===== src/hw/spmc_regs.svh =====
// register offsets, fields, reset values and timing counts of the power mode controller
// Function
// - after reset the device runs in normal mode with clocks, PHYs, MACs, management on
// - mode field bits [4:3]: 00 selects normal, 01 selects energy detect
// - only one global power mode is in effect at any time
// - energy detect: no energy beyond timeout moves normal-power to low-power state
// - low-power state disables all but energy detector, sends sparse link pulses
// - energy present over 100ns in low-power state returns to normal-power
// - soft power-down disables everything except the management interface
// - leaving soft power-down resets every register and resamples straps
// - per-port power-down is independent of mode; EEE acts only on ports not powered down, in normal or normal-power state
// - low-power idle exists only on PHY ports 1 and 2, never port 3
// - EEE off after reset, active only when both link ends negotiate it
// - transmit LPI held while the MAC requests it; transmit clock keeps running
// - in transmit LPI a refresh burst of 200-220us is sent every 20-22ms
// - receive refresh pattern enters LPI and tells MAC; other patterns resume frames
// - receive clock may stop after nine or more cycles in receive LPI
// - transmit and receive LPI are controlled separately per link
// - wake event asserts interrupt or power event output, as host programmed
// - wake events: energy beyond programmed time, link-up, valid wake packet; the code's energy event uses the fixed SPMC_ENERGY_CYC count
// - wake packet: six 0xFF bytes then sixteen unbroken copies of node address
`ifndef SPMC_REGS_SVH
`define SPMC_REGS_SVH
`define SPMC_ADDR_W        8
`define SPMC_OFS_MODE      8'h00
`define SPMC_OFS_PORT      8'h04
`define SPMC_OFS_TIMEOUT   8'h08
`define SPMC_OFS_WAKE      8'h0C
`define SPMC_OFS_STATUS    8'h10
`define SPMC_OFS_MAC_LO    8'h14
`define SPMC_OFS_MAC_HI    8'h18
`define SPMC_MODE_LSB      3
`define SPMC_MODE_NORMAL   2'h0
`define SPMC_MODE_ENERGY_DETECT_POWER_DOWN     2'h1
`define SPMC_MODE_SOFTPD   2'h2
`define SPMC_TIMEOUT_RST   32'h00989680
`define SPMC_CLK_NS        40
`define SPMC_ENERGY_NS     100
`define SPMC_ENERGY_CYC    ((`SPMC_ENERGY_NS + `SPMC_CLK_NS - 1) / `SPMC_CLK_NS)
`define SPMC_REFRESH_US    20000
`define SPMC_BURST_US      200
`define SPMC_REFRESH_CYC   (`SPMC_REFRESH_US * 1000 / `SPMC_CLK_NS)
`define SPMC_BURST_CYC     (`SPMC_BURST_US * 1000 / `SPMC_CLK_NS)
`define SPMC_PULSE_CYC     32'h00000019
`define SPMC_RX_STOP_CYC   4'h9
`define SPMC_SYNC_BYTES    3'h6
`define SPMC_ADDR_COPIES   5'h10
`endif


===== src/hw/spmc_pkg.sv =====
// types of the power mode controller
package spmc_pkg;
    typedef enum logic [1:0] {
        SPMC_ST_NORMAL = 2'h0,
        SPMC_ST_SOFTPD = 2'h1,
        SPMC_ST_EDHI   = 2'h2,
        SPMC_ST_EDLO   = 2'h3
    } spmc_state_t;
    typedef struct packed {
        logic [1:0] eee_en;
        logic [2:0] port_pd;
    } spmc_port_cfg_t;
    typedef struct packed {
        logic pme_sel;
        logic pkt_en;
        logic link_en;
        logic energy_en;
    } spmc_wake_cfg_t;
endpackage


===== src/hw/spmc_power_ctrl.sv =====
// global and per-port power mode controller with wake detection
`timescale 1ns/100ps
`default_nettype none
`include "spmc_regs.svh"
module spmc_power_ctrl #(
    parameter int REFRESH_CYC = `SPMC_REFRESH_CYC,
    parameter int BURST_CYC   = `SPMC_BURST_CYC
) (
    input  wire logic                    clk_i,
    input  wire logic                    reset_n_i,
    input  wire logic [`SPMC_ADDR_W-1:0] addr_i,
    input  wire logic [31:0]             wdata_i,
    input  wire logic                    wr_i,
    input  wire logic                    rd_i,
    output logic      [31:0]             rdata_o,
    input  wire logic [2:0]              straps_i,
    input  wire logic                    energy_i,
    input  wire logic                    autoneg_i,
    input  wire logic [2:0]              link_up_i,
    input  wire logic [1:0]              partner_eee_i,
    input  wire logic [1:0]              mac_tx_lpi_i,
    input  wire logic [1:0]              rx_refresh_i,
    input  wire logic [1:0]              rx_other_i,
    input  wire logic                    rx_valid_i,
    input  wire logic [7:0]              rx_byte_i,
    input  wire logic                    rx_sof_i,
    output logic                         pll_en_o,
    output logic                         mac_en_o,
    output logic                         phy_en_o,
    output logic                         link_pulse_o,
    output logic [2:0]                   port_pd_o,
    output logic [1:0]                   tx_lpi_o,
    output logic [1:0]                   tx_refresh_o,
    output logic [1:0]                   rx_lpi_o,
    output logic [1:0]                   rx_clk_stop_o,
    output logic [2:0]                   strap_cfg_o,
    output logic                         host_interrupt_n_o,
    output logic                         power_event_n_o
);
    spmc_pkg::spmc_state_t    state_ff, nxt_state;
    logic [1:0]               mode_ff;
    spmc_pkg::spmc_port_cfg_t port_ff;
    spmc_pkg::spmc_wake_cfg_t wake_ff;
    logic [31:0]              timeout_ff;
    logic [47:0]              mac_ff;
    logic [2:0]               wake_sts_ff;
    logic [31:0]              idle_cnt_ff;
    logic [3:0]               en_cnt_ff;
    logic [31:0]              pulse_cnt_ff;
    logic                     strap_load_ff;
    logic [2:0]               link_q_ff;
    logic [2:0]               sync_cnt_ff;
    logic [4:0]               copy_cnt_ff;
    logic [2:0]               byte_idx_ff;

    // register decode
    wire sel_mode    = addr_i == `SPMC_OFS_MODE;
    wire sel_port    = addr_i == `SPMC_OFS_PORT;
    wire sel_timeout = addr_i == `SPMC_OFS_TIMEOUT;
    wire sel_wake    = addr_i == `SPMC_OFS_WAKE;
    wire sel_status  = addr_i == `SPMC_OFS_STATUS;
    wire sel_mac_lo  = addr_i == `SPMC_OFS_MAC_LO;
    wire sel_mac_hi  = addr_i == `SPMC_OFS_MAC_HI;
    wire [1:0] wr_mode = wdata_i[`SPMC_MODE_LSB+1:`SPMC_MODE_LSB];
    wire in_softpd   = state_ff == spmc_pkg::SPMC_ST_SOFTPD;
    // leaving soft power-down: a mode write away from it resets all registers
    wire softpd_exit = in_softpd && wr_i && sel_mode && wr_mode != `SPMC_MODE_SOFTPD;
    wire clr_all     = !reset_n_i || softpd_exit;
    wire active      = state_ff == spmc_pkg::SPMC_ST_NORMAL || state_ff == spmc_pkg::SPMC_ST_EDHI;

    // mode register: a write picks the single global mode; one that leaves soft power-down loads normal
    always_ff @(posedge clk_i) begin
        if (clr_all) begin
            mode_ff <= `SPMC_MODE_NORMAL;
        end else if (wr_i && sel_mode) begin
            mode_ff <= wr_mode;
        end
    end

    // configuration registers; only management interface works in soft power-down
    always_ff @(posedge clk_i) begin
        if (clr_all) begin
            port_ff    <= '0;
            wake_ff    <= '0;
            timeout_ff <= `SPMC_TIMEOUT_RST;
            mac_ff     <= '0;
        end else if (wr_i) begin
            if (sel_port) port_ff <= spmc_pkg::spmc_port_cfg_t'(wdata_i[4:0]);
            if (sel_wake) wake_ff <= spmc_pkg::spmc_wake_cfg_t'(wdata_i[3:0]);
            if (sel_timeout) timeout_ff <= wdata_i;
            if (sel_mac_lo) mac_ff[31:0] <= wdata_i;
            if (sel_mac_hi) mac_ff[47:32] <= wdata_i[15:0];
        end
    end

    // straps are taken one cycle after reset or soft power-down exit
    always_ff @(posedge clk_i) begin
        if (clr_all) begin
            strap_load_ff <= 1'b1;
            strap_cfg_o   <= 3'h0;
        end else begin
            strap_load_ff <= 1'b0;
            if (strap_load_ff) strap_cfg_o <= straps_i;
        end
    end

    // energy timers: no-energy idle count and continuous-energy count
    wire energy_ok = en_cnt_ff >= 4'(`SPMC_ENERGY_CYC);
    wire idle_out  = idle_cnt_ff >= timeout_ff;
    always_ff @(posedge clk_i) begin
        if (clr_all || energy_i) idle_cnt_ff <= 32'h0;
        else if (!idle_out) idle_cnt_ff <= idle_cnt_ff + 32'h1;
        if (clr_all || !energy_i) en_cnt_ff <= 4'h0;
        else if (!energy_ok) en_cnt_ff <= en_cnt_ff + 4'h1;
    end

    // global mode sequencer, one state at a time
    always_comb begin
        nxt_state = state_ff;
        unique case (mode_ff)
            `SPMC_MODE_SOFTPD: nxt_state = spmc_pkg::SPMC_ST_SOFTPD;
            `SPMC_MODE_ENERGY_DETECT_POWER_DOWN: begin
                if (state_ff == spmc_pkg::SPMC_ST_EDLO) begin
                    if (energy_ok) nxt_state = spmc_pkg::SPMC_ST_EDHI;
                end else if (idle_out) begin
                    nxt_state = spmc_pkg::SPMC_ST_EDLO;
                end else begin
                    nxt_state = spmc_pkg::SPMC_ST_EDHI;
                end
            end
            default: nxt_state = spmc_pkg::SPMC_ST_NORMAL;
        endcase
    end
    always_ff @(posedge clk_i) begin
        if (clr_all) state_ff <= spmc_pkg::SPMC_ST_NORMAL;
        else state_ff <= nxt_state;
    end

    // block enables per global state
    always_ff @(posedge clk_i) begin
        if (!reset_n_i) begin
            pll_en_o <= 1'b1;
            mac_en_o <= 1'b1;
            phy_en_o <= 1'b1;
            port_pd_o <= 3'h0;
        end else begin
            pll_en_o  <= active;
            mac_en_o  <= active;
            phy_en_o  <= active;
            port_pd_o <= port_ff.port_pd;
        end
    end

    // sparse link pulses in low-power state
    always_ff @(posedge clk_i) begin
        if (clr_all || state_ff != spmc_pkg::SPMC_ST_EDLO) begin
            pulse_cnt_ff <= 32'h0;
            link_pulse_o <= 1'b0;
        end else begin
            pulse_cnt_ff <= (pulse_cnt_ff == 32'(REFRESH_CYC - 1)) ? 32'h0 : pulse_cnt_ff + 32'h1;
            link_pulse_o <= pulse_cnt_ff < `SPMC_PULSE_CYC;
        end
    end

    // EEE paths, only ports 1 and 2
    genvar p;
    generate
        for (p = 0; p < 2; p++) begin : g_eee
            logic [31:0] ref_cnt_ff;
            logic [3:0]  rx_cnt_ff;
            wire eee_on = port_ff.eee_en[p] && partner_eee_i[p] && active
                          && !port_ff.port_pd[p];
            wire tx_req = eee_on && mac_tx_lpi_i[p];
            always_ff @(posedge clk_i) begin
                if (clr_all || !tx_req) begin
                    ref_cnt_ff        <= 32'h0;
                    tx_lpi_o[p]       <= 1'b0;
                    tx_refresh_o[p]   <= 1'b0;
                end else begin
                    ref_cnt_ff <= (ref_cnt_ff == 32'(REFRESH_CYC - 1)) ? 32'h0 : ref_cnt_ff + 32'h1;
                    tx_lpi_o[p]     <= 1'b1;
                    tx_refresh_o[p] <= ref_cnt_ff < 32'(BURST_CYC);
                end
            end
            always_ff @(posedge clk_i) begin
                if (clr_all || !eee_on || rx_other_i[p]) begin
                    rx_lpi_o[p] <= 1'b0;
                    rx_cnt_ff   <= 4'h0;
                end else begin
                    if (rx_refresh_i[p]) rx_lpi_o[p] <= 1'b1;
                    if (rx_lpi_o[p] && rx_cnt_ff < `SPMC_RX_STOP_CYC) rx_cnt_ff <= rx_cnt_ff + 4'h1;
                end
            end
            assign rx_clk_stop_o[p] = rx_lpi_o[p] && rx_cnt_ff >= `SPMC_RX_STOP_CYC;
        end
    endgenerate

    // wake packet scanner: sync run then sixteen address copies
    wire [7:0] exp_byte = mac_ff[47 - 8*byte_idx_ff -: 8];
    wire sync_done = sync_cnt_ff == `SPMC_SYNC_BYTES;
    wire pkt_hit = rx_valid_i && sync_done && rx_byte_i == exp_byte && byte_idx_ff == 3'h5
                   && copy_cnt_ff == `SPMC_ADDR_COPIES - 5'h1;
    always_ff @(posedge clk_i) begin
        if (clr_all || rx_sof_i) begin
            sync_cnt_ff <= 3'h0;
            copy_cnt_ff <= 5'h0;
            byte_idx_ff <= 3'h0;
        end else if (rx_valid_i) begin
            if (sync_done && rx_byte_i == exp_byte) begin
                byte_idx_ff <= (byte_idx_ff == 3'h5) ? 3'h0 : byte_idx_ff + 3'h1;
                if (byte_idx_ff == 3'h5) copy_cnt_ff <= pkt_hit ? 5'h0 : copy_cnt_ff + 5'h1;
                if (pkt_hit) sync_cnt_ff <= 3'h0;
            end else if (rx_byte_i == 8'hFF) begin
                // extra 0xFF keeps a six-byte sync run alive
                sync_cnt_ff <= sync_done ? sync_cnt_ff : sync_cnt_ff + 3'h1;
                copy_cnt_ff <= 5'h0;
                byte_idx_ff <= 3'h0;
            end else begin
                sync_cnt_ff <= 3'h0;
                copy_cnt_ff <= 5'h0;
                byte_idx_ff <= 3'h0;
            end
        end
    end

    // wake events, sticky; a new event wins over a clear
    wire link_rise = |(link_up_i & ~link_q_ff);
    wire [2:0] wake_evt = {wake_ff.pkt_en && pkt_hit, wake_ff.link_en && link_rise,
                           wake_ff.energy_en && energy_i && idle_out == 1'b0 && idle_cnt_ff == 32'h0
                           && state_ff == spmc_pkg::SPMC_ST_EDLO && energy_ok};
    wire [2:0] wake_clr = (wr_i && sel_status) ? wdata_i[2:0] : 3'h0;
    always_ff @(posedge clk_i) begin
        if (clr_all) begin
            wake_sts_ff <= 3'h0;
            link_q_ff   <= 3'h0;
        end else begin
            wake_sts_ff <= (wake_sts_ff & ~wake_clr) | wake_evt;
            link_q_ff   <= link_up_i;
        end
    end
    assign host_interrupt_n_o = !(|wake_sts_ff && !wake_ff.pme_sel);
    assign power_event_n_o    = !(|wake_sts_ff && wake_ff.pme_sel);

    // read data one cycle after the strobe; unmapped reads zero
    always_ff @(posedge clk_i) begin
        if (!reset_n_i || !rd_i) rdata_o <= 32'h0;
        else rdata_o <= sel_mode    ? {27'h0, mode_ff, 3'h0}
                      : sel_port    ? {27'h0, port_ff}
                      : sel_timeout ? timeout_ff
                      : sel_wake    ? {28'h0, wake_ff}
                      : sel_status  ? {26'h0, autoneg_i, state_ff, wake_sts_ff}
                      : sel_mac_lo  ? mac_ff[31:0]
                      : sel_mac_hi  ? {16'h0, mac_ff[47:32]}
                      : 32'h0;
    end

    // assertions
    a_softpd_disables: assert property (@(posedge clk_i) disable iff (!reset_n_i)
        in_softpd |=> !pll_en_o && !mac_en_o) else $error("blocks on in soft power-down");
    a_edlo_wake_up: assert property (@(posedge clk_i) disable iff (!reset_n_i)
        state_ff == spmc_pkg::SPMC_ST_EDLO && energy_ok && mode_ff == `SPMC_MODE_ENERGY_DETECT_POWER_DOWN
        |=> state_ff == spmc_pkg::SPMC_ST_EDHI) else $error("no return to normal-power");
    a_idle_to_low: assert property (@(posedge clk_i) disable iff (!reset_n_i)
        state_ff == spmc_pkg::SPMC_ST_EDHI && idle_out && mode_ff == `SPMC_MODE_ENERGY_DETECT_POWER_DOWN
        |=> state_ff == spmc_pkg::SPMC_ST_EDLO) else $error("no entry to low-power");
    a_lpi_negotiated: assert property (@(posedge clk_i) disable iff (!reset_n_i)
        tx_lpi_o[0] |-> $past(partner_eee_i[0]) && $past(port_ff.eee_en[0])) else $error("lpi without negotiation");
    a_rx_stop_late: assert property (@(posedge clk_i) disable iff (!reset_n_i)
        $rose(rx_clk_stop_o[0]) |-> $past(rx_lpi_o[0], 9)) else $error("rx clock stopped early");
    a_notify_select: assert property (@(posedge clk_i) disable iff (!reset_n_i)
        !(host_interrupt_n_o == 1'b0 && power_event_n_o == 1'b0)) else $error("both notify pins");
    a_soft_exit_reset: assert property (@(posedge clk_i) disable iff (!reset_n_i)
        softpd_exit |=> port_ff == '0 && state_ff == spmc_pkg::SPMC_ST_NORMAL) else $error("no reset on exit");
    a_mode_normal: assert property (@(posedge clk_i) disable iff (!reset_n_i)
        mode_ff == 2'h3 |=> state_ff == spmc_pkg::SPMC_ST_NORMAL) else $error("code 11 not normal");
endmodule
`default_nettype wire


===== config.mk =====
export PLATFORM = sky130hd
export DESIGN_NAME = spmc_power_ctrl
export DESIGN_NICKNAME = d
export VERILOG_FILES = /design/src/hw/spmc_pkg.sv /design/src/hw/spmc_power_ctrl.sv
export VERILOG_INCLUDE_DIRS = /design/src /design/src/hw
export SDC_FILE = /design/constraint.sdc
export NUM_CORES = 1
export LEC_CHECK = 0
export CORE_UTILIZATION = 50
export CTS_CLUSTER_SIZE = 20
export DETAILED_ROUTE_END_ITERATION = 12
export DONT_BUFFER_PORTS = 1
export GPL_TIMING_DRIVEN = 0
export PLACE_DENSITY_LB_ADDON = 0.3
export SYNTH_ARGS = -nofsm -noshare
export SYNTH_HDL_FRONTEND = slang
export SYNTH_SLANG_ARGS = --single-unit

===== constraint.sdc =====
create_clock -name clk_i -period 2.8 [get_ports clk_i]
set_input_delay 0.14 -clock clk_i [delete_from_list [all_inputs] [get_ports clk_i]]
set_output_delay 0.14 -clock clk_i [all_outputs]
set_load 0.02 [all_outputs]

# After elaboration in Yosys (flattened, before gate mapping)
# Index checks and enable logic that the tools add are counted.
# word_totals
reg_bits,297
ram_bits,0
n_memories,0
in_bits,70
out_inout_bits,52
rom_bits,0
latchBits,0
word_cells,186
# classes
n_eq_ne,25
n_mux,24
div,0
add_sub_neg,11
shift,1
n_bitwise,6
n_mul,0
n_reduce_logical,73
order_cmp,9
# ops
cell,count
32-bit by 1-bit adder with 32-bit output (second input constant),4
32-bit two-way mux,4
32-bit by 19-bit equality test with 1-bit output (second input constant),3
32-bit by 13-bit < comparator with 1-bit output (second input constant),2
55-bit by 33-bit indexed part select with 8-bit output,1
32-bit >= comparator,1
32-bit zero test,1
32-bit by 5-bit < comparator with 1-bit output (second input constant),1
1-bit logical AND,31
5-bit two-way mux,5
8-bit by 5-bit equality test with 1-bit output (second input constant),3
3-bit two-way mux,7
8-bit by 4-bit equality test with 1-bit output (second input constant),2
16-bit two-way mux,1
1-bit logical OR,13
4-bit by 1-bit adder with 4-bit output (second input constant),3
1-bit zero test,12
2-bit AND reduction,6
3-bit OR reduction,3
8-bit by 3-bit equality test with 1-bit output (second input constant),1
8-bit equality test,1
8-bit equality test (second input constant),1
4-bit >= comparator (second input constant),2
8-bit zero test,1
other kinds (21),40

# Longest topological paths before layout
# Gate-level depths: netlist of the first run.
# depth
word_depth,9
ltp_mapped,12

# Least setup slack after synthesis of the first run
# OpenSTA, ideal clock, no wires.
# synth_timing
kind,reg-to-reg
startpoint,reg idle_cnt_ff[0]
endpoint,reg idle_cnt_ff[1]
path_buffers,2
stages_incl_launch_ff,13
synth_period_minus_slack_ns,2.655
setup_slack_ns,0.145
setup_ns,0.128
arrival_ns,2.527
t_required_ns,2.672
cell_sequence,dfxtp_1 > inv_1 > ha_1 > nand2b_1 > a21o_1 > a211oi_1 > o41ai_1 > o31ai_1 > a32oi_1 > clkbuf_1 > clkbuf_1 > mux2i_1 > nor2_1
# synth_via
elab_chain_len,1
elab_cells_between_ends,2
cone_classes,add/sub: 1; order compare: 1
# synth_lines
item,line_no,text
from (decl),spmc_power_ctrl.sv:47,logic [31:0] idle_cnt_ff;
from (signal assigned),spmc_power_ctrl.sv:112,else if (!idle_out) idle_cnt_ff <= idle_cnt_ff + 32'h1;
32-bit by 1-bit adder with 32-bit output / 32-bit >= comparator (equally long branches),"spmc_power_ctrl.sv:112, spmc_power_ctrl.sv:109",
# Parallel ways exist; a longest one is shown, timed or not.
# A chain may end at the register's enable or synchronous reset.

# Worst setup path in the final report of the first run
# layout_timing
startpoint,reg idle_cnt_ff[0]
endpoint,reg idle_cnt_ff[13]
# The elaborated chain is that of the path after synthesis.

==> summary.md, run 1 <==
| Metric | Value |
|---|---|
| Critical-path top delay cell | or4_4 |
| Yosys top cell area share | 43.5% |
| Placed Cells incl. Taps | 1991 |
| DRT Pass-1 Iters | 6 |
| Area post-placement | 0.0141 sq mm |
| Peak VDD IR | 0.532 mV |
| Overflow after GRT | 0 |
| # clock sinks | 297 |
| Worst path required time | 3.29 ns |
| Hold wc startpoint | addr_i[7] |
| Clock Power Share | 47.9% |
| Tmin final | 2.84 ns |
| Cell Int Power | 0.00674 W |
| Area grow syn2layout | 20.5% |
| Fin area | 0.0165 sq mm |
| GPL Wtd Cong | 0.924 |
| Fin. Hold Viols | 0 |
| Die area | 0.0280 sq mm |
| Worst Setup End Kind | flop |
| Switching Fraction | 21.8% |
| Clock Latency Late Sink | 0.57 ns |
| CP peak stage delay | 0.51 ns |
| Hold path depth | 3 |
| Status | finished, violations left |
| Relative slew slack | 40.0% |
| F_max | 0.353 GHz |
| First-pass GRT wire length | 62.4 mm |
| Synth area leaders | dfxtp_1 (44%), nand2_1 (6.5%), a21oi_1 (5.5%) |
| Setup TNS | -0.130 ns |
| Die Width | 167 microns |
| Sequential power share | 49.3% |
| Worst Path Buf+Inv | 2 |
| Synthesized flop and latch total | 297 |
| Final Setup Violations | 8 |
| Post-synthesis mux area share | 2.48% |
| Via-to-Cell Ratio | 5.97 |
| Core box area | 0.0269 sq mm |
| Largest family of logic cells by synthesized area | simple AND/OR/NAND/NOR gates |
| Worst-margin pin slew | 0.893 ns |
| Synth area leader | dfxtp_1 |
| Async S/R FF share, synth | 0% |
| Failing checks | setup timing |
| Post-synth top flop | dfxtp_1 |
| R2r setup slk | -0.04 ns |
| RSZ-0062 raised after global routing | true |
| Power Total | 0.00862 W |
| Crit path kind | reg -> reg |
| Mapped Cells | 1650 |
| Pwr per Cell Area | 524 mW/mm^2 |
| Final period util | 101% |
| Tot GR Track Use | 27.5% |
| Routed len/inst | 18.8 microns |
| Fin nets | 1889 |
| Initial Util | 50.8% |
| Slew Limit Fails | 0 |
| Clock skew | 0.0131 ns |
| I/O pin cnt | 122 |
| Worst-path fanout max | 7 |
| Synth Area in Compound Gates | 13.7% |
| Syn_nets | 1771 |
| Num CTS Buffers | 31 |
| Simple-gate share of the synthesized area | 25.6% |
| PortBufs | 0 |
| Die Ht | 167 microns |
| Worst r2r path cells | 11 |
| Switch Pwr | 0.00188 W |
| CTS tree | done |
| Initial antenna violation count | 2 |
| Clk slew on worst S/H paths | 0.06 ns |
| # DRC | 0 |
| Combinational power share | 2.8% |
| Post-synth EDFFs | 0 |
| Largest net degree at the start of global routing | 16 |
| Share of cells above drive strength 1 | 10.7% |
| Max-cap violations | 0 |
| CP delay by family, top | compound AO/OA/AOI/OAI gates |
| Cell Rows | 60 |
| Final worst slack | -0.0356 ns |
| Ys Warns | 0 |
| Root Buffer | clkbuf_16 |
| CTS H-Tree Depth | 1 |
| DRT antenna net count | 0 |
| Vias | 12700 |
| Register area share after synthesis | 43.5% |
| Hold Path Class | in -> reg |
| Synthesized area per cell | 8.28 sq um |
| Mapped cell area | 0.0137 sq mm |
| RR Startpoint | idle_cnt_ff[0] |
| P_leak | 5.51 nW |
| Vias in the first global route | 12100 |
| Post-Synth XOR/XNOR Area | 5.90% |
| Fillers | 2299 |
| Reg-to-reg endpoint | idle_cnt_ff[13] |
| DP Wirelength | 27.5 mm |
| Crit path DAT | 3.33 ns |
| Drt total wl | 40.0 mm |
| Startpoint types | flop |
| Unique masters post-synth | 64 |
| CP Cell Sequence | inv_4, ha_4, nand2b_4, a21o_1, a211oi_2, o41ai_2, o31ai_2, a32oi_4, buf_6, or4_4, a21oi_2 |
| Initial drt markers | 1192 |
| Adder-Cell Fraction of Synth Area | 4.67% |
| Hold endpoint | rdata_o[3] |
| Clk buf depth | 3 |
| Core Util, Final | 61.2% |
| Non-filler cells, final | 2133 |
[flip-flops by register name, summed over array words and instances, names as in the netlist, 4 cells and up]
register and count:
g_eee.rx_cnt_ff 8, mac_ff 48, wake_ff 4, g_eee.ref_cnt_ff 64
copy_cnt_ff 5, pulse_cnt_ff 32, port_ff 5, timeout_ff 32
rdata_o 32, idle_cnt_ff 32, en_cnt_ff 4
[power groups by stage]
stage               Clock [W]  Sequential, W  Combinational [W]
floorplan                   0        0.00434          0.0000908
global placement            0        0.00434           0.000126
detailed placement          0        0.00434           0.000129
CTS                   0.00417        0.00425           0.000225
global route          0.00435        0.00424           0.000253
finish                0.00413        0.00424           0.000240
[through the flow]
step	worst slack, ns	hold WS, ns
6_report	-0.0356	0.0347
5_1_grt	-0.144	0.0386
4_1_cts	-0.00809	0.00570
3_5_place_dp	-0.759	0.242
3_3_place_gp	-0.684	0.260
2_1_floorplan	0.145	0.210
[layout make-up]
class	count	area, sq um	area share, %
Clock buffer	45	898	5.46
Sequential cell	297	5970	36.3
Antenna cell	1	2.50	0.0152
Clock inverter	11	121	0.737
Tap cell	341	427	2.59
Buffer	75	384	2.33
Inverter	65	246	1.50
Timing Repair Buffer	85	865	5.25
Multi-Input combinational cell	1213	7540	45.8
[synthesized netlist by cell type, drive strengths merged, types with 15 or more instances]
master	instances
a21oi	149
a22oi	24
and2	15
and3	21
buf	24
clkbuf	51
dfxtp	297
ha	51
inv	64
mux2i	17
nand2	236
nand2b	15
nand3	82
nand4	42
nor2	186
nor3	33
nor4	29
o21ai	34
o31ai	18
or3	29
or4	21
xnor2	36
xor2	56
[metal layers]
metal / wire length, microns / vias to the layer above / GRT usage [%] / share of wire (%)
met5: 12 / - / 0 / 0.030
met4: 1820 / 2 / 11.8 / 4.5
met3: 3310 / 133 / 5.44 / 8.3
met2: 18200 / 591 / 44.4 / 46
met1: 16600 / 5969 / 35.7 / 42
li1: - / 6044 / - / -
[how the worst max path moves through the flow]
stage,startpoint,end,cells past startpoint
after floorplan,idle_cnt_ff[0],idle_cnt_ff[1],12
after global placement,timeout_ff[13],idle_cnt_ff[1],12
after detailed placement,timeout_ff[13],idle_cnt_ff[1],12
after CTS,timeout_ff[13],wake_sts_ff[0],11
after global routing,byte_idx_ff[0],copy_cnt_ff[2],9
final,idle_cnt_ff[0],idle_cnt_ff[13],11
[logic make-up (layout without fill, tap and decap cells)]
family | after synthesis | after routing
mux | 31 | 31
other cells | 0 | 1
simple gates | 737 | 737
flops | 297 | 297
fa+ha+maj | 51 | 51
compound gates | 302 | 302
xor+xnor | 92 | 92
buf+inv | 140 | 281
[cells in the final DEF (no fill, tap or decap), types with 36 or more instances in the layout]
master	instances
a21oi_1	133
dlygate4sd3_1	66
clkbuf_1	51
nand4_1	42
nand2_1	236
nor2_1	185
dfxtp_1	283
xnor2_1	36
ha_1	48
xor2_1	56
nand3_1	82
inv_1	60
[tightest hold or removal path: cells and delay by family]
kind / cells / cell delay, ns
and+or+nand+nor: 1 / 0.12
AOI/OAI and AO/OA: 2 / 0.28
[what timing repair did]
action / CTS / global route
gates resized for setup: 51 / 80
cloned: 1 / 2
buffers inserted: 10 / 6
pin swaps: 34 / 47
endpoints found under the setup margin: 40 / 49
hold buffers: 66 / 0
hold endpoints to repair: 144 / 0
No activity file was read; power rests on OpenSTA's default activity.
==> run 2, diff against run 1 <==
--- a/config.mk
+++ b/config.mk
@@ -10,7 +10,6 @@
 export CTS_CLUSTER_SIZE = 20
 export DETAILED_ROUTE_END_ITERATION = 12
 export DONT_BUFFER_PORTS = 1
-export GPL_TIMING_DRIVEN = 0
 export PLACE_DENSITY_LB_ADDON = 0.3
 export SYNTH_ARGS = -nofsm -noshare
 export SYNTH_HDL_FRONTEND = slang
==> summary.md, run 2 (synthesis gave the netlist of run 1 again) <==
| Metric | Value |
|---|---|
| Status | finished clean |
| DP Wirelength | 25.6 mm (-6.8%) |
| Crit path kind | reg -> reg |
| Clock skew | 0.0143 ns (+0.00126 ns) |
| CP delay by family, top | compound AO/OA/AOI/OAI gates |
| Die area | 0.0280 sq mm (unchanged) |
| PortBufs | 0 (unchanged) |
| # DRC | 0 (unchanged) |
| Worst path required time | 3.30 ns (about the same) |
| Sequential power share | 48.0% (-1.3 points) |
| Hold Path Class | in -> reg |
| Vias | 12600 (-1.5%) |
| First-pass GRT wire length | 60.1 mm (-3.7%) |
| I/O pin cnt | 122 (unchanged) |
| Clock Latency Late Sink | 0.56 ns (about the same) |
| Max-cap violations | 0 (unchanged) |
| # clock sinks | 297 (unchanged) |
| Clk buf depth | 3 (unchanged) |
| CP peak stage delay | 0.53 ns (+0.02 ns) |
| Worst Setup End Kind | flop |
| Cell Int Power | 0.00697 W (+3.5%) |
| Routed len/inst | 18.1 microns (-3.2%) |
| Fin nets | 1872 (-0.90%) |
| Cell Rows | 60 (unchanged) |
| Initial antenna violation count | 3 (+1) |
| Fin. Hold Viols | 0 (unchanged) |
| Initial Util | 50.8% (unchanged) |
| P_leak | 5.62 nW (+2.1%) |
| Via-to-Cell Ratio | 5.92 (-0.81%) |
| Clock Power Share | 49.4% (+1.5 points) |
| Largest net degree at the start of global routing | 72 (+56) |
| Top reg by flops | g_eee.ref_cnt_ff |
| Worst-path fanout max | 8 (+1) |
| Crit path DAT | 3.25 ns (-0.08 ns) |
| Final period util | 98.2% (-3.0 points) |
| Die Width | 167 microns (unchanged) |
| RSZ-0062 raised after global routing | true |
| Most frequent cells in the layout | dfxtp_1 (285), nand2_1 (236), nor2_1 (183), a21oi_1 (133), nand3_1 (82) |
| GPL Wtd Cong | 0.904 (-2.2%) |
| Num CTS Buffers | 31 (unchanged) |
| DRT Pass-1 Iters | 6 (unchanged) |
| Relative slew slack | 53.7% (+14 points) |
| Peak VDD IR | 0.662 mV (+24%) |
| Slew Limit Fails | 0 (unchanged) |
| Combinational power share | 2.6% (-0.2 points) |
| Area grow syn2layout | 21.1% |
| Tmin final | 2.75 ns (-0.0847 ns) |
| Largest regs | g_eee.ref_cnt_ff x64, mac_ff x48 |
| Critical-path top delay cell | or4_4 |
| Clk slew on worst S/H paths | 0.07 ns (about the same) |
| Worst Path Buf+Inv | 2 (unchanged) |
| Share of cells above drive strength 1 | 12.2% (+1.6 points) |
| Area post-placement | 0.0143 sq mm (+1.3%) |
| Pwr per Cell Area | 535 mW/mm^2 (+2.1%) |
| Initial drt markers | 1265 (+6.1%) |
| Fillers | 2242 (-2.5%) |
| Placed Cells incl. Taps | 1973 (-0.90%) |
| CP Cell Sequence | inv_1, ha_1, a21o_1, a21o_1, a21oi_2, nor3b_4, a32oi_4, buf_6, or4_4, a21oi_2 |
| Final Setup Violations | 0 (-8) |
| Drt total wl | 38.5 mm (-3.9%) |
| Hold slack | 0.0322 ns (-0.00249 ns) |
| Switch Pwr | 0.00187 W (-0.49%) |
| Startpoint types | flop |
| Overflow after GRT | 0 (unchanged) |
| Largest register FFs | 64 (unchanged) |
| DRT antenna net count | 0 (unchanged) |
| CTS tree | done |
| Most common cell after layout, fill and taps aside | dfxtp_1 |
| Tot GR Track Use | 26.4% (-1.1 points) |
| Root Buffer | clkbuf_16 |
| Non-filler cells, final | 2119 (-0.66%) |
| Fin area | 0.0165 sq mm (+0.49%) |
| Die Ht | 167 microns (unchanged) |
| Switching Fraction | 21.1% (-0.67 points) |
| Vias in the first global route | 11700 (-3.1%) |
| CTS H-Tree Depth | 1 (unchanged) |
| Core box area | 0.0269 sq mm (unchanged) |
| Worst-margin pin slew | 0.690 ns (-0.203 ns) |
| F_max | 0.364 GHz (+3.1%) |
-- run 2: cell count changes in the layout (fill, tap and decap cells not counted), sizes merged --
cell | before | now
buf | 46 | 75
bufinv | 2 | 5
clkbuf | 93 | 45
clkinv | 5 | 6
clkinvlp | 2 | 1
diode | 1 | 2
dlygate4sd3 | 66 | 67
-- run 2: path summary, 6_finish.rpt --
kind,startpoint,to,slack [ns],cells past startpoint
worst max-delay path,timeout_ff[29],idle_cnt_ff[21],0.05,10
worst max register to register,timeout_ff[29],idle_cnt_ff[21],0.05,10
worst min register to register,g_eee[1].ref_cnt_ff[0],g_eee[1].ref_cnt_ff[0],0.46,1
worst min-delay path,addr_i[3],rdata_o[31],0.03,4
-- run 2: layout make-up --
type | instances | area, sq um | share of cell area (%)
sequential | 297 | 5960 | 36.1
tap | 341 | 427 | 2.58
multi-input combinational | 1213 | 7460 | 45.1
clock buffer | 44 | 875 | 5.29
inverter | 65 | 244 | 1.48
clock inverter | 14 | 216 | 1.31
timing repair buffer | 143 | 1350 | 8.17
antenna | 2 | 5.00 | 0.0303
-- run 2: repair_timing --
item	4_1_cts	5_1_grt
gates resized for setup	12	64
pin swaps	10	26
endpoints found under the setup margin	24	41
cloned	3	1
hold buffers	68	0
hold endpoints to repair	140	0
setup buffers	7	8
-- run 2: worst register-to-register path, stage by stage (launching register included) --
cell	delay, ns
dfxtp_1	0.36
inv_1	0.07
ha_1	0.31
a21o_1	0.19
a21o_1	0.19
a21oi_2	0.22
nor3b_4	0.26
a32oi_4	0.20
buf_6	0.20
or4_4	0.53
a21oi_2	0.16
-- run 2: routing by layer --
| metal | GRT usage [%] | vias to the layer above | routed length, microns |
|---|---|---|---|
| li1 | - | 5998 | - |
| met1 | 34.9 | 5915 | 16400 |
| met2 | 42.7 | 526 | 17400 |
| met3 | 4.66 | 114 | 2980 |
| met4 | 10.5 | 0 | 1630 |
| met5 | 0 | - | 0 |
-- run 2: stage by stage --
stage                     setup TNS (ns)  setup slack, ns  total power [W]  utilization [%]
after floorplan                        0            0.145          0.00443                -
after global placement            -0.268          -0.0210          0.00445             53.1
after detailed placement          -0.746          -0.0827          0.00445             53.1
after CTS                              0          0.00447          0.00887             60.1
final                                  0           0.0490          0.00884             61.5
after global routing              -0.124          -0.0607          0.00908             61.5
-- run 2: power by group through the flow --
stage          Clock (W)  Combinational, W  Sequential, W
3_5_place_dp           0          0.000110        0.00434
6_report         0.00437          0.000227        0.00425
2_1_floorplan          0         0.0000908        0.00434
4_1_cts          0.00441          0.000215        0.00425
5_1_grt          0.00459          0.000239        0.00424
3_3_place_gp           0          0.000109        0.00434
